===== src/rtc_pkg.sv =====
// Constants, register map and types for the calendar clock with autowake
package rtc_pkg;
   // ==================================================
   // Timing
   localparam int unsigned CLOCK_PERIOD_NS    = 40;
   localparam int unsigned HALF_SECOND_MS     = 500;
   localparam int unsigned HALF_SECOND_CYCLES = HALF_SECOND_MS * 1000000 / CLOCK_PERIOD_NS;
   localparam int unsigned WAKE_FINE_MS       = 2500;
   localparam int unsigned WAKE_COARSE_MS     = 60000;
   localparam logic [6:0]  WAKE_FINE_HALVES   = 7'(WAKE_FINE_MS / HALF_SECOND_MS);
   localparam logic [6:0]  WAKE_COARSE_HALVES = 7'(WAKE_COARSE_MS / HALF_SECOND_MS);
   // ==================================================
   // Register indices, byte address is four times the index
   localparam logic [15:0] IDX_SECONDS     = 16'h2015;
   localparam logic [15:0] IDX_MINUTES     = 16'h2016;
   localparam logic [15:0] IDX_HOURS       = 16'h2017;
   localparam logic [15:0] IDX_WEEKDAY     = 16'h2018;
   localparam logic [15:0] IDX_DATE        = 16'h2019;
   localparam logic [15:0] IDX_MONTH       = 16'h201a;
   localparam logic [15:0] IDX_YEAR        = 16'h201b;
   localparam logic [15:0] IDX_CORRECTION  = 16'h201c;
   localparam logic [15:0] IDX_UNLOCK      = 16'h201f;
   localparam logic [15:0] IDX_SLEEP_WAKE  = 16'h20a9;
   localparam logic [15:0] IDX_IRQ_STATUS  = 16'h20b0;
   localparam logic [15:0] IDX_IRQ_MASK    = 16'h20b1;
   localparam logic [15:0] IDX_WAKE_STATUS = 16'h20b2;
   // ==================================================
   // Field positions
   localparam int unsigned CORR_ADVANCE_BIT = 0;
   localparam int unsigned CORR_RETARD_BIT  = 1;
   localparam int unsigned CTL_ARM_BIT      = 7;
   localparam int unsigned CTL_SLEEP_BIT    = 6;
   localparam int unsigned CTL_DISPLAY_BIT  = 5;
   localparam int unsigned CTL_RES_BIT      = 3;
   localparam int unsigned IRQ_SECOND_BIT   = 0;
   localparam int unsigned IRQ_WAKE_BIT     = 1;
   // ==================================================
   // Reset values
   localparam logic [5:0] SECONDS_RESET     = 6'h00;
   localparam logic [2:0] WEEKDAY_RESET     = 3'h1;
   localparam logic [4:0] DATE_RESET        = 5'h01;
   localparam logic [3:0] MONTH_RESET       = 4'h1;
   localparam logic [7:0] YEAR_RESET        = 8'h00;
   localparam logic [2:0] WAKE_PERIOD_RESET = 3'h1;
   // ==================================================
   // Limits
   localparam logic [5:0] SECONDS_MAX = 6'h3b;
   localparam logic [4:0] HOURS_MAX   = 5'h17;
   localparam logic [2:0] WEEKDAY_MAX = 3'h7;
   localparam logic [3:0] MONTH_MAX   = 4'hc;
   localparam logic [7:0] YEAR_MAX    = 8'h63;
   localparam logic [3:0] FEBRUARY    = 4'h2;
   typedef enum logic [1:0] {MODE_NORMAL, MODE_SLEEP, MODE_DISPLAY} power_mode_type;
endpackage


===== src/calendar_clock_autowake.sv =====
// Calendar clock with second correction, autowake timer and power modes
// How it works
// - Counting keeps fields within calendar value ranges, writes unchecked
// - Years divisible by four get February 29
// - Advance adds, retard removes one second
// - One second adjustment per pulse, any width
// - Arm bit starts countdown of programmed period
// - Interval is period times minute or 2.5s
// - Sleep request ignored while system power present
// - Sleep exits on timer, button or power
// - Display-only mode ignored with power, same wakeups
// - Timer wakeup sets flag, cleared writing zero
`timescale 1ns/1ps
module calendar_clock_autowake
   import rtc_pkg::*;
#(
   parameter int unsigned HALF_SECOND_COUNT = HALF_SECOND_CYCLES
)(
   input  wire logic        clock,
   input  wire logic        rst_n,
   input  wire logic        clock_enable,
   input  wire logic        psel,
   input  wire logic        penable,
   input  wire logic        pwrite,
   input  wire logic [17:0] paddr,
   input  wire logic [31:0] pwdata,
   output logic      [31:0] prdata,
   output logic             pready,
   output logic             pslverr,
   input  wire logic        system_power_present,
   input  wire logic        push_button_input,
   output logic             low_power_sleep,
   output logic             low_power_display_only,
   output logic             irq
);
   // ==================================================
   // Calendar step
   function automatic logic [36:0] step_second(input logic [36:0] t);
      logic [7:0] yr;
      logic [3:0] mo;
      logic [4:0] dt;
      logic [2:0] wd;
      logic [4:0] hr;
      logic [5:0] mi;
      logic [5:0] se;
      logic [4:0] last;
      {yr, mo, dt, wd, hr, mi, se} = t;
      case (mo)
         FEBRUARY: last = (yr[1:0] == 2'h0) ? 5'd29 : 5'd28;
         4'h4, 4'h6, 4'h9, 4'hb: last = 5'd30;
         default: last = 5'd31;
      endcase
      if (se < SECONDS_MAX) begin
         se = se + 6'h01;
      end else begin
         se = 6'h00;
         if (mi < SECONDS_MAX) begin
            mi = mi + 6'h01;
         end else begin
            mi = 6'h00;
            if (hr < HOURS_MAX) begin
               hr = hr + 5'h01;
            end else begin
               hr = 5'h00;
               wd = (wd >= WEEKDAY_MAX) ? WEEKDAY_RESET : wd + 3'h1;
               if (dt < last) begin
                  dt = dt + 5'h01;
               end else begin
                  dt = DATE_RESET;
                  if (mo < MONTH_MAX) begin
                     mo = mo + 4'h1;
                  end else begin
                     mo = MONTH_RESET;
                     yr = (yr >= YEAR_MAX) ? YEAR_RESET : yr + 8'h01;
                  end
               end
            end
         end
      end
      return {yr, mo, dt, wd, hr, mi, se};
   endfunction

   // ==================================================
   // Bus decode
   logic [15:0] index;
   logic        bus_write;
   logic        bus_setup;
   logic        mapped;
   assign index     = paddr[17:2];
   assign bus_write = psel && penable && pwrite;
   assign bus_setup = psel && !penable;
   assign pready    = 1'b1;
   assign mapped    = (index >= IDX_SECONDS && index <= IDX_CORRECTION) || index == IDX_UNLOCK ||
                      index == IDX_SLEEP_WAKE || index == IDX_IRQ_STATUS || index == IDX_IRQ_MASK ||
                      index == IDX_WAKE_STATUS;
   assign pslverr   = psel && penable && !mapped;

   // ==================================================
   // Calendar, correction and register state
   logic [36:0] calendar, next_calendar;
   logic [23:0] prescale, next_prescale;
   logic        half_phase, next_half_phase;
   logic        unlocked, next_unlocked;
   logic [1:0]  corr_hold, next_corr_hold;
   logic        advance_pending, next_advance_pending;
   logic        retard_pending, next_retard_pending;
   logic [1:0]  irq_status, next_irq_status;
   logic [1:0]  irq_mask, next_irq_mask;
   logic [2:0]  wake_period_count, next_wake_period_count;
   logic        wake_tick_resolution, next_wake_tick_resolution;
   logic        woken_by_timer_flag, next_woken_by_timer_flag;
   logic [31:0] next_prdata;
   logic        half_tick;
   logic        second_tick;
   logic        wake_expire;
   logic        arm_write;
   logic        time_write;
   logic [1:0]  corr_rise;
   power_mode_type mode;

   assign half_tick   = (prescale == 24'(HALF_SECOND_COUNT - 1));
   assign second_tick = half_tick && half_phase;
   assign time_write  = bus_write && unlocked;
   assign arm_write   = bus_write && index == IDX_SLEEP_WAKE && pwdata[CTL_ARM_BIT];
   assign corr_rise   = pwdata[1:0] & ~corr_hold;
   assign irq         = |(irq_status & irq_mask);

   always_comb begin
      next_prescale             = half_tick ? 24'h000000 : prescale + 24'h000001;
      next_half_phase           = half_tick ? !half_phase : half_phase;
      next_calendar             = calendar;
      next_unlocked             = unlocked;
      next_corr_hold            = corr_hold;
      next_advance_pending      = advance_pending;
      next_retard_pending       = retard_pending;
      next_irq_status           = irq_status;
      next_irq_mask             = irq_mask;
      next_wake_period_count    = wake_period_count;
      next_wake_tick_resolution = wake_tick_resolution;
      next_woken_by_timer_flag  = woken_by_timer_flag;
      next_prdata               = prdata;
      if (second_tick) begin
         if (advance_pending && !retard_pending) begin
            next_calendar = step_second(step_second(calendar));
         end else if (!retard_pending || advance_pending) begin
            next_calendar = step_second(calendar);
         end
         next_advance_pending = 1'b0;
         next_retard_pending  = 1'b0;
      end
      if (bus_write) begin
         next_unlocked = (index == IDX_UNLOCK);
         if (time_write) begin
            case (index)
               IDX_SECONDS: next_calendar[5:0]   = pwdata[5:0];
               IDX_MINUTES: next_calendar[11:6]  = pwdata[5:0];
               IDX_HOURS:   next_calendar[16:12] = pwdata[4:0];
               IDX_WEEKDAY: next_calendar[19:17] = pwdata[2:0];
               IDX_DATE:    next_calendar[24:20] = pwdata[4:0];
               IDX_MONTH:   next_calendar[28:25] = pwdata[3:0];
               IDX_YEAR:    next_calendar[36:29] = pwdata[7:0];
               default: ;
            endcase
         end
         // rising bit gives one pending correction
         if (time_write && index == IDX_CORRECTION) begin
            next_corr_hold = pwdata[1:0];
            if (corr_rise[CORR_ADVANCE_BIT]) begin
               next_advance_pending = 1'b1;
            end
            if (corr_rise[CORR_RETARD_BIT]) begin
               next_retard_pending = 1'b1;
            end
         end
         if (index == IDX_SLEEP_WAKE) begin
            next_wake_period_count    = pwdata[2:0];
            next_wake_tick_resolution = pwdata[CTL_RES_BIT];
         end
         if (index == IDX_IRQ_STATUS) begin
            next_irq_status = irq_status & ~pwdata[1:0];
         end
         if (index == IDX_IRQ_MASK) begin
            next_irq_mask = pwdata[1:0];
         end
         if (index == IDX_WAKE_STATUS && !pwdata[0]) begin
            next_woken_by_timer_flag = 1'b0;
         end
      end
      // Events set after clears so a same-cycle event survives
      if (second_tick) begin
         next_irq_status[IRQ_SECOND_BIT] = 1'b1;
      end
      if (wake_expire) begin
         next_irq_status[IRQ_WAKE_BIT] = 1'b1;
      end
      if (wake_expire && mode != MODE_NORMAL) begin
         next_woken_by_timer_flag = 1'b1;
      end
      if (bus_setup) begin
         case (index)
            IDX_SECONDS:     next_prdata = {26'h0, calendar[5:0]};
            IDX_MINUTES:     next_prdata = {26'h0, calendar[11:6]};
            IDX_HOURS:       next_prdata = {27'h0, calendar[16:12]};
            IDX_WEEKDAY:     next_prdata = {29'h0, calendar[19:17]};
            IDX_DATE:        next_prdata = {27'h0, calendar[24:20]};
            IDX_MONTH:       next_prdata = {28'h0, calendar[28:25]};
            IDX_YEAR:        next_prdata = {24'h0, calendar[36:29]};
            IDX_SLEEP_WAKE:  next_prdata = {28'h0, wake_tick_resolution, wake_period_count};
            IDX_IRQ_STATUS:  next_prdata = {30'h0, irq_status};
            IDX_IRQ_MASK:    next_prdata = {30'h0, irq_mask};
            IDX_WAKE_STATUS: next_prdata = {29'h0, low_power_display_only, low_power_sleep, woken_by_timer_flag};
            default:         next_prdata = 32'h00000000;
         endcase
      end
   end

   always_ff @(posedge clock or negedge rst_n) begin
      if (!rst_n) begin
         calendar             <= {YEAR_RESET, MONTH_RESET, DATE_RESET, WEEKDAY_RESET, 5'h00, 6'h00, SECONDS_RESET};
         prescale             <= 24'h000000;
         half_phase           <= 1'b0;
         unlocked             <= 1'b0;
         corr_hold            <= 2'h0;
         advance_pending      <= 1'b0;
         retard_pending       <= 1'b0;
         irq_status           <= 2'h0;
         irq_mask             <= 2'h0;
         wake_period_count    <= WAKE_PERIOD_RESET;
         wake_tick_resolution <= 1'b0;
         woken_by_timer_flag  <= 1'b0;
         prdata               <= 32'h00000000;
      end else if (clock_enable) begin
         calendar             <= next_calendar;
         prescale             <= next_prescale;
         half_phase           <= next_half_phase;
         unlocked             <= next_unlocked;
         corr_hold            <= next_corr_hold;
         advance_pending      <= next_advance_pending;
         retard_pending       <= next_retard_pending;
         irq_status           <= next_irq_status;
         irq_mask             <= next_irq_mask;
         wake_period_count    <= next_wake_period_count;
         wake_tick_resolution <= next_wake_tick_resolution;
         woken_by_timer_flag  <= next_woken_by_timer_flag;
         prdata               <= next_prdata;
      end
   end

   // ==================================================
   // Autowake timer and power modes
   power_mode_type next_mode;
   logic        armed, next_armed;
   logic [6:0]  unit_count, next_unit_count;
   logic [2:0]  period_left, next_period_left;
   logic [6:0]  unit_halves;
   logic        mode_write;
   assign unit_halves = wake_tick_resolution ? WAKE_COARSE_HALVES : WAKE_FINE_HALVES;
   assign wake_expire = armed && half_tick && unit_count == unit_halves - 7'h01 && period_left <= 3'h1;
   assign mode_write  = bus_write && index == IDX_SLEEP_WAKE;
   assign low_power_sleep        = (mode == MODE_SLEEP);
   assign low_power_display_only = (mode == MODE_DISPLAY);

   always_comb begin
      next_armed       = armed;
      next_unit_count  = unit_count;
      next_period_left = period_left;
      next_mode        = mode;
      if (armed && half_tick) begin
         if (unit_count == unit_halves - 7'h01) begin
            next_unit_count  = 7'h00;
            next_period_left = period_left - 3'h1;
            if (period_left <= 3'h1) begin
               next_armed = 1'b0;
            end
         end else begin
            next_unit_count = unit_count + 7'h01;
         end
      end
      // arm loads period written with it
      if (arm_write) begin
         next_armed       = 1'b1;
         next_unit_count  = 7'h00;
         next_period_left = pwdata[2:0];
      end
      case (mode)
         MODE_NORMAL: begin
            if (mode_write && pwdata[CTL_SLEEP_BIT] && !system_power_present) begin
               next_mode = MODE_SLEEP;
            end else if (mode_write && pwdata[CTL_DISPLAY_BIT] && !system_power_present) begin
               next_mode = MODE_DISPLAY;
            end
         end
         MODE_SLEEP, MODE_DISPLAY: begin
            if (wake_expire || push_button_input || system_power_present) begin
               next_mode = MODE_NORMAL;
            end
         end
         default: next_mode = MODE_NORMAL;
      endcase
   end

   always_ff @(posedge clock or negedge rst_n) begin
      if (!rst_n) begin
         armed       <= 1'b0;
         unit_count  <= 7'h00;
         period_left <= WAKE_PERIOD_RESET;
         mode        <= MODE_NORMAL;
      end else if (clock_enable) begin
         armed       <= next_armed;
         unit_count  <= next_unit_count;
         period_left <= next_period_left;
         mode        <= next_mode;
      end
   end
endmodule


===== config.mk =====
export PLATFORM = sky130hd
export DESIGN_NAME = calendar_clock_autowake
export DESIGN_NICKNAME = d
export VERILOG_FILES = /design/src/rtc_pkg.sv /design/src/calendar_clock_autowake.sv
export SDC_FILE = /design/constraint.sdc
export NUM_CORES = 1
export LEC_CHECK = 0
export BUFFER_PORTS_ARGS = -buffer_cell sky130_fd_sc_hd__buf_4
export CAP_MARGIN = 5
export CORE_ASPECT_RATIO = 0.6
export CORE_MARGIN = 2
export CORE_UTILIZATION = 50
export DETAILED_ROUTE_END_ITERATION = 12
export HOLD_SLACK_MARGIN = 0.06
export MAX_ROUTING_LAYER = met4
export PLACE_DENSITY_LB_ADDON = 0.05
export SYNTH_ARGS = -nofsm -noshare
export SYNTH_HDL_FRONTEND = slang
export SYNTH_SLANG_ARGS = --single-unit

===== constraint.sdc =====
create_clock -name clock -period 8.25 [get_ports clock]
set_clock_uncertainty 0.2 [all_clocks]
set_input_delay 0.4125 -clock clock [delete_from_list [all_inputs] [get_ports clock]]
set_output_delay 0.4125 -clock clock [all_outputs]
set_load 0.02 [all_outputs]

==> summary.md <==
| Metric | Value |
|---|---|
| Outcome | `complete, no violations` |
| Worst skew pair latency | `0.36 ns` |
| Cells after synthesis | `1126` |
| Max-slew violations | `0` |
| Tot Pwr | `0.00133 W` |
| Synthesized area | `0.00879 mm2` |
| # diodes | `0` |
| Seq/Total Area, Yosys | `0.277` |
| CTS Hold Bufs | `1` |
| Met1 GRT Util | `0.500` |
| Critical Path End Type | `flip-flop` |
| Min cycle time layout | `5.74 ns` |
| Worst r2r dst | `calendar[27]$_DFFE_PN0P_` |
| Vias per cell | `6.47` |
| Layout net count | `1215` |
| Synthesis Warnings | `0` |
| Gr usage total | `0.319` |
| Vias | `8819` |
| Total number of H-tree levels | `3` |
| Grt ovf | `0` |
| Full die area | `0.0187 mm2` |
| Largest stage delay, worst path | `0.63 ns` |
| Synth cell types | `99` |
| Pre-CTS setup slack | `2.66 ns` |
| Largest net degree at the start of global routing | `60` |
| DRC errors left | `0` |
| Hpwl dp | `20700 um` |
| Gpl congestion | `0.954` |
| Initial antenna violation count | `0` |
| Postcts setup bufs | `0` |
| Syn_area_per_cell | `7.81 um2` |
| Final setup fails | `0` |
| First-pass GRT wire length | `45200 um` |
| Met3 Use GR | `0.0876` |
| Hold worst-path end | `calendar[36]$_DFFE_PN0P_` |
| Reg2Reg Setup Slack | `2.51 ns` |
| Area Overhead vs Synth | `7.31%` |
| Number of max-cap violations | `0` |
| Worst reg2reg path startpoint | `calendar[25]$_DFFE_PN1P_` |
| Slowest cell on the critical path | `dfstp_2` |
| Antenna-violating nets left | `0` |
| Min-delay worst type | `in -> reg` |
| Wire per inst | `21.2 um` |
| CP startpoint kind | `flip-flop` |
| First DRT Iteration DRCs | `1160` |
| Core Area | `0.0172 mm2` |
| #FFs+latches synth | `97` |
| Final period util | `0.695` |
| Vias in the first global route | `7643` |
| Post-synth EDFFs | `0` |
| Critical path type | `reg -> reg` |
| Post-CTS sizing | `0` |
| Gr busiest metal | `met1` |
| Most used DFF post-synth | `dfrtp_1` |
| Die Wd | `175 um` |
| Buffers on Ports | `43` |
| CTS tree | `yes` |
| Hold Path Stages | `3` |
| Final hold violation count | `0` |
| Bufs on Longest Clock Path | `2` |
| Hold Path Origin | `pwdata[7]` |
| Num CTS Buffers | `9` |
| Tightest Pin Transition | `1.18 ns` |
| DRT Wirelength | `28900 um` |
| Highest net fanout along the worst path | `13` |
| Worst Reg-to-Reg Cells | `20` |
| Root Driver | `clkbuf_16` |
| Clock Sink Count | `97` |
| Leak | `3.90 nW` |
| Layout fillers | `1643` |
| Crit path top cell by count | `ha_1` |
| I/O Pins | `95` |
| Worst endpoint data arrival time | `5.74 ns` |
| Worst-path clk slew | `0.08 ns` |
| Die Ht | `107 um` |
| Rows | `37` |
| Crit-path cells | `inv_1 -> ha_1 -> nand2b_1 -> nor2_1 -> ha_1 -> o211ai_1 -> a21oi_1 -> nand2_1 -> a21boi_0 -> inv_1 -> ha_1 -> and3_1 -> ha_1 -> nor3_1 -> a31oi_1 -> a31o_1 -> o211ai_2 -> nor3_1 -> o41ai_1 -> a21oi_1` |
| Maximum vdd drop | `0.000122 V` |
| Fmax achieved | `174 MHz` |
| FFs w/ async S/R, synth | `1.00` |
| RSZ-0062 raised after global routing | `false` |
| Required @ worst endpoint | `8.25 ns` |
| Relative max-transition margin | `0.214` |
| Final core occ | `0.549` |
| Pre-Repair DR Iteration Count | `6` |
| Pwr Density | `141 mW/mm2` |
| Starting Density | `0.512` |
| Share of cells above drive strength 1 | `0.109` |
| Met2 GRT Util | `0.393` |
| TNS Setup | `0 ns` |
| Worst Slack Setup Final | `2.51 ns` |
-- routing by layer --
metal / part of all wire / routed length (um)
met3: 0.12 / 3450
met4: 0.017 / 493
met5: 0 / 0
met2: 0.37 / 10800
met1: 0.49 / 14200
-- kinds of logic after synthesis --
family                   share of synthesized area
adder cells (fa/ha/maj)                     0.0492
buffers and inverters                       0.0703
XOR/XNOR                                    0.0289
multiplexers                                0.0369
AND/OR/NAND/NOR                              0.260
flip-flops                                   0.277
other                                     0.000854
AO/OA/AOI/OAI                                0.277
-- sequential cells by signal, summed over array words and instances, names as in the netlist --
| register | cells |
|---|---|
| prdata | 8 |
| prescale | 24 |
| calendar | 37 |
| advance_pending | 1 |
| period_left | 3 |
| wake_tick_resolution | 1 |
| retard_pending | 1 |
| unlocked | 1 |
| half_phase | 1 |
| mode | 2 |
| armed | 1 |
| unit_count | 7 |
| irq_mask | 2 |
| irq_status | 2 |
| woken_by_timer_flag | 1 |
| corr_hold | 2 |
| wake_period_count | 3 |
-- cell usage in the layout, fill, tap and decap left out, drive strengths merged, types with 10 or more instances in the layout --
master  instances
a31oi          21
xor2           12
nand4          17
o21ai          85
dfrtp          92
inv            39
nand3          64
mux2i          14
and2           15
a21oi          77
xnor2          17
and3           22
or4            10
nand2         136
nor2           92
ha             33
conb           25
a211oi         12
or3            11
a22oi          12
buf            54
nand2b         14
o22ai          24
o31ai          12
nor3           23
mux2           16
-- critical path, delay by kind of cell, from the launching register on --
kind / cells / cell delay [ns]
AOI/OAI and AO/OA: 8 / 2.60
adders and majority gates: 4 / 1.01
DFF: 1 / 0.63
buffers and inverters: 2 / 0.27
and+or+nand+nor: 6 / 0.85
-- final cells by class --
| type | instances | area, um2 | area share |
|---|---|---|---|
| inverters | 38 | 143 | 0.0151 |
| repair buffers | 55 | 415 | 0.0440 |
| clock buffers | 9 | 225 | 0.0239 |
| clock inverters | 7 | 93.8 | 0.00995 |
| multi-input cells | 923 | 5830 | 0.618 |
| flip-flops and latches | 97 | 2430 | 0.258 |
| well taps | 234 | 293 | 0.0310 |
-- worst max path at each step --
| stage | slack (ns) | end | cells past startpoint | startpoint |
|---|---|---|---|---|
| 2_1_floorplan | 3.53 | calendar[27]$_DFFE_PN0P_ | 21 | calendar[25]$_DFFE_PN1P_ |
| 3_3_place_gp | 2.71 | calendar[28]$_DFFE_PN0P_ | 18 | calendar[25]$_DFFE_PN1P_ |
| 3_5_place_dp | 2.66 | calendar[27]$_DFFE_PN0P_ | 20 | calendar[25]$_DFFE_PN1P_ |
| 4_1_cts | 2.64 | calendar[28]$_DFFE_PN0P_ | 18 | calendar[25]$_DFFE_PN1P_ |
| 5_1_grt | 2.15 | calendar[28]$_DFFE_PN0P_ | 20 | calendar[25]$_DFFE_PN1P_ |
| 6_report | 2.51 | calendar[27]$_DFFE_PN0P_ | 20 | calendar[25]$_DFFE_PN1P_ |
-- metrics by stage --
stage,area [um2],std cells,hold slack (ns)
2_1_floorplan,8880,1149,-0.0831
3_3_place_gp,9110,1346,0.229
3_5_place_dp,9110,1346,0.236
4_1_cts,9440,1363,0.141
5_1_grt,9440,1363,0.151
6_report,9440,1363,0.156
-- report_power, final --
part,switching [W],internal (W),leakage (nW)
combinational,0.000193,0.000121,2.50
clock,0.000234,0.000222,0.154
sequential,0.0000573,0.000506,1.24
-- synth_stat cells (all sizes together), types with 9 or more instances --
master	number	area share
ha	33	0.047
nand4	17	0.013
and3	22	0.016
a22o	9	0.0090
a22oi	12	0.010
xor2	12	0.012
nor2	92	0.039
nand2b	14	0.010
and2	15	0.011
nand3	64	0.036
nor2b	9	0.0064
o21ai	85	0.048
or3	11	0.0078
mux2	16	0.020
nand2	136	0.058
or4	10	0.0094
buf	43	0.034
mux2i	14	0.016
dfrtp	92	0.26
a31oi	21	0.017
clkbuf	48	0.020
inv	35	0.015
o22ai	24	0.018
nor3	23	0.014
xnor2	17	0.017
a211oi	12	0.011
o31ai	12	0.011
a21oi	77	0.044
No activity file was read; power rests on OpenSTA's default activity.
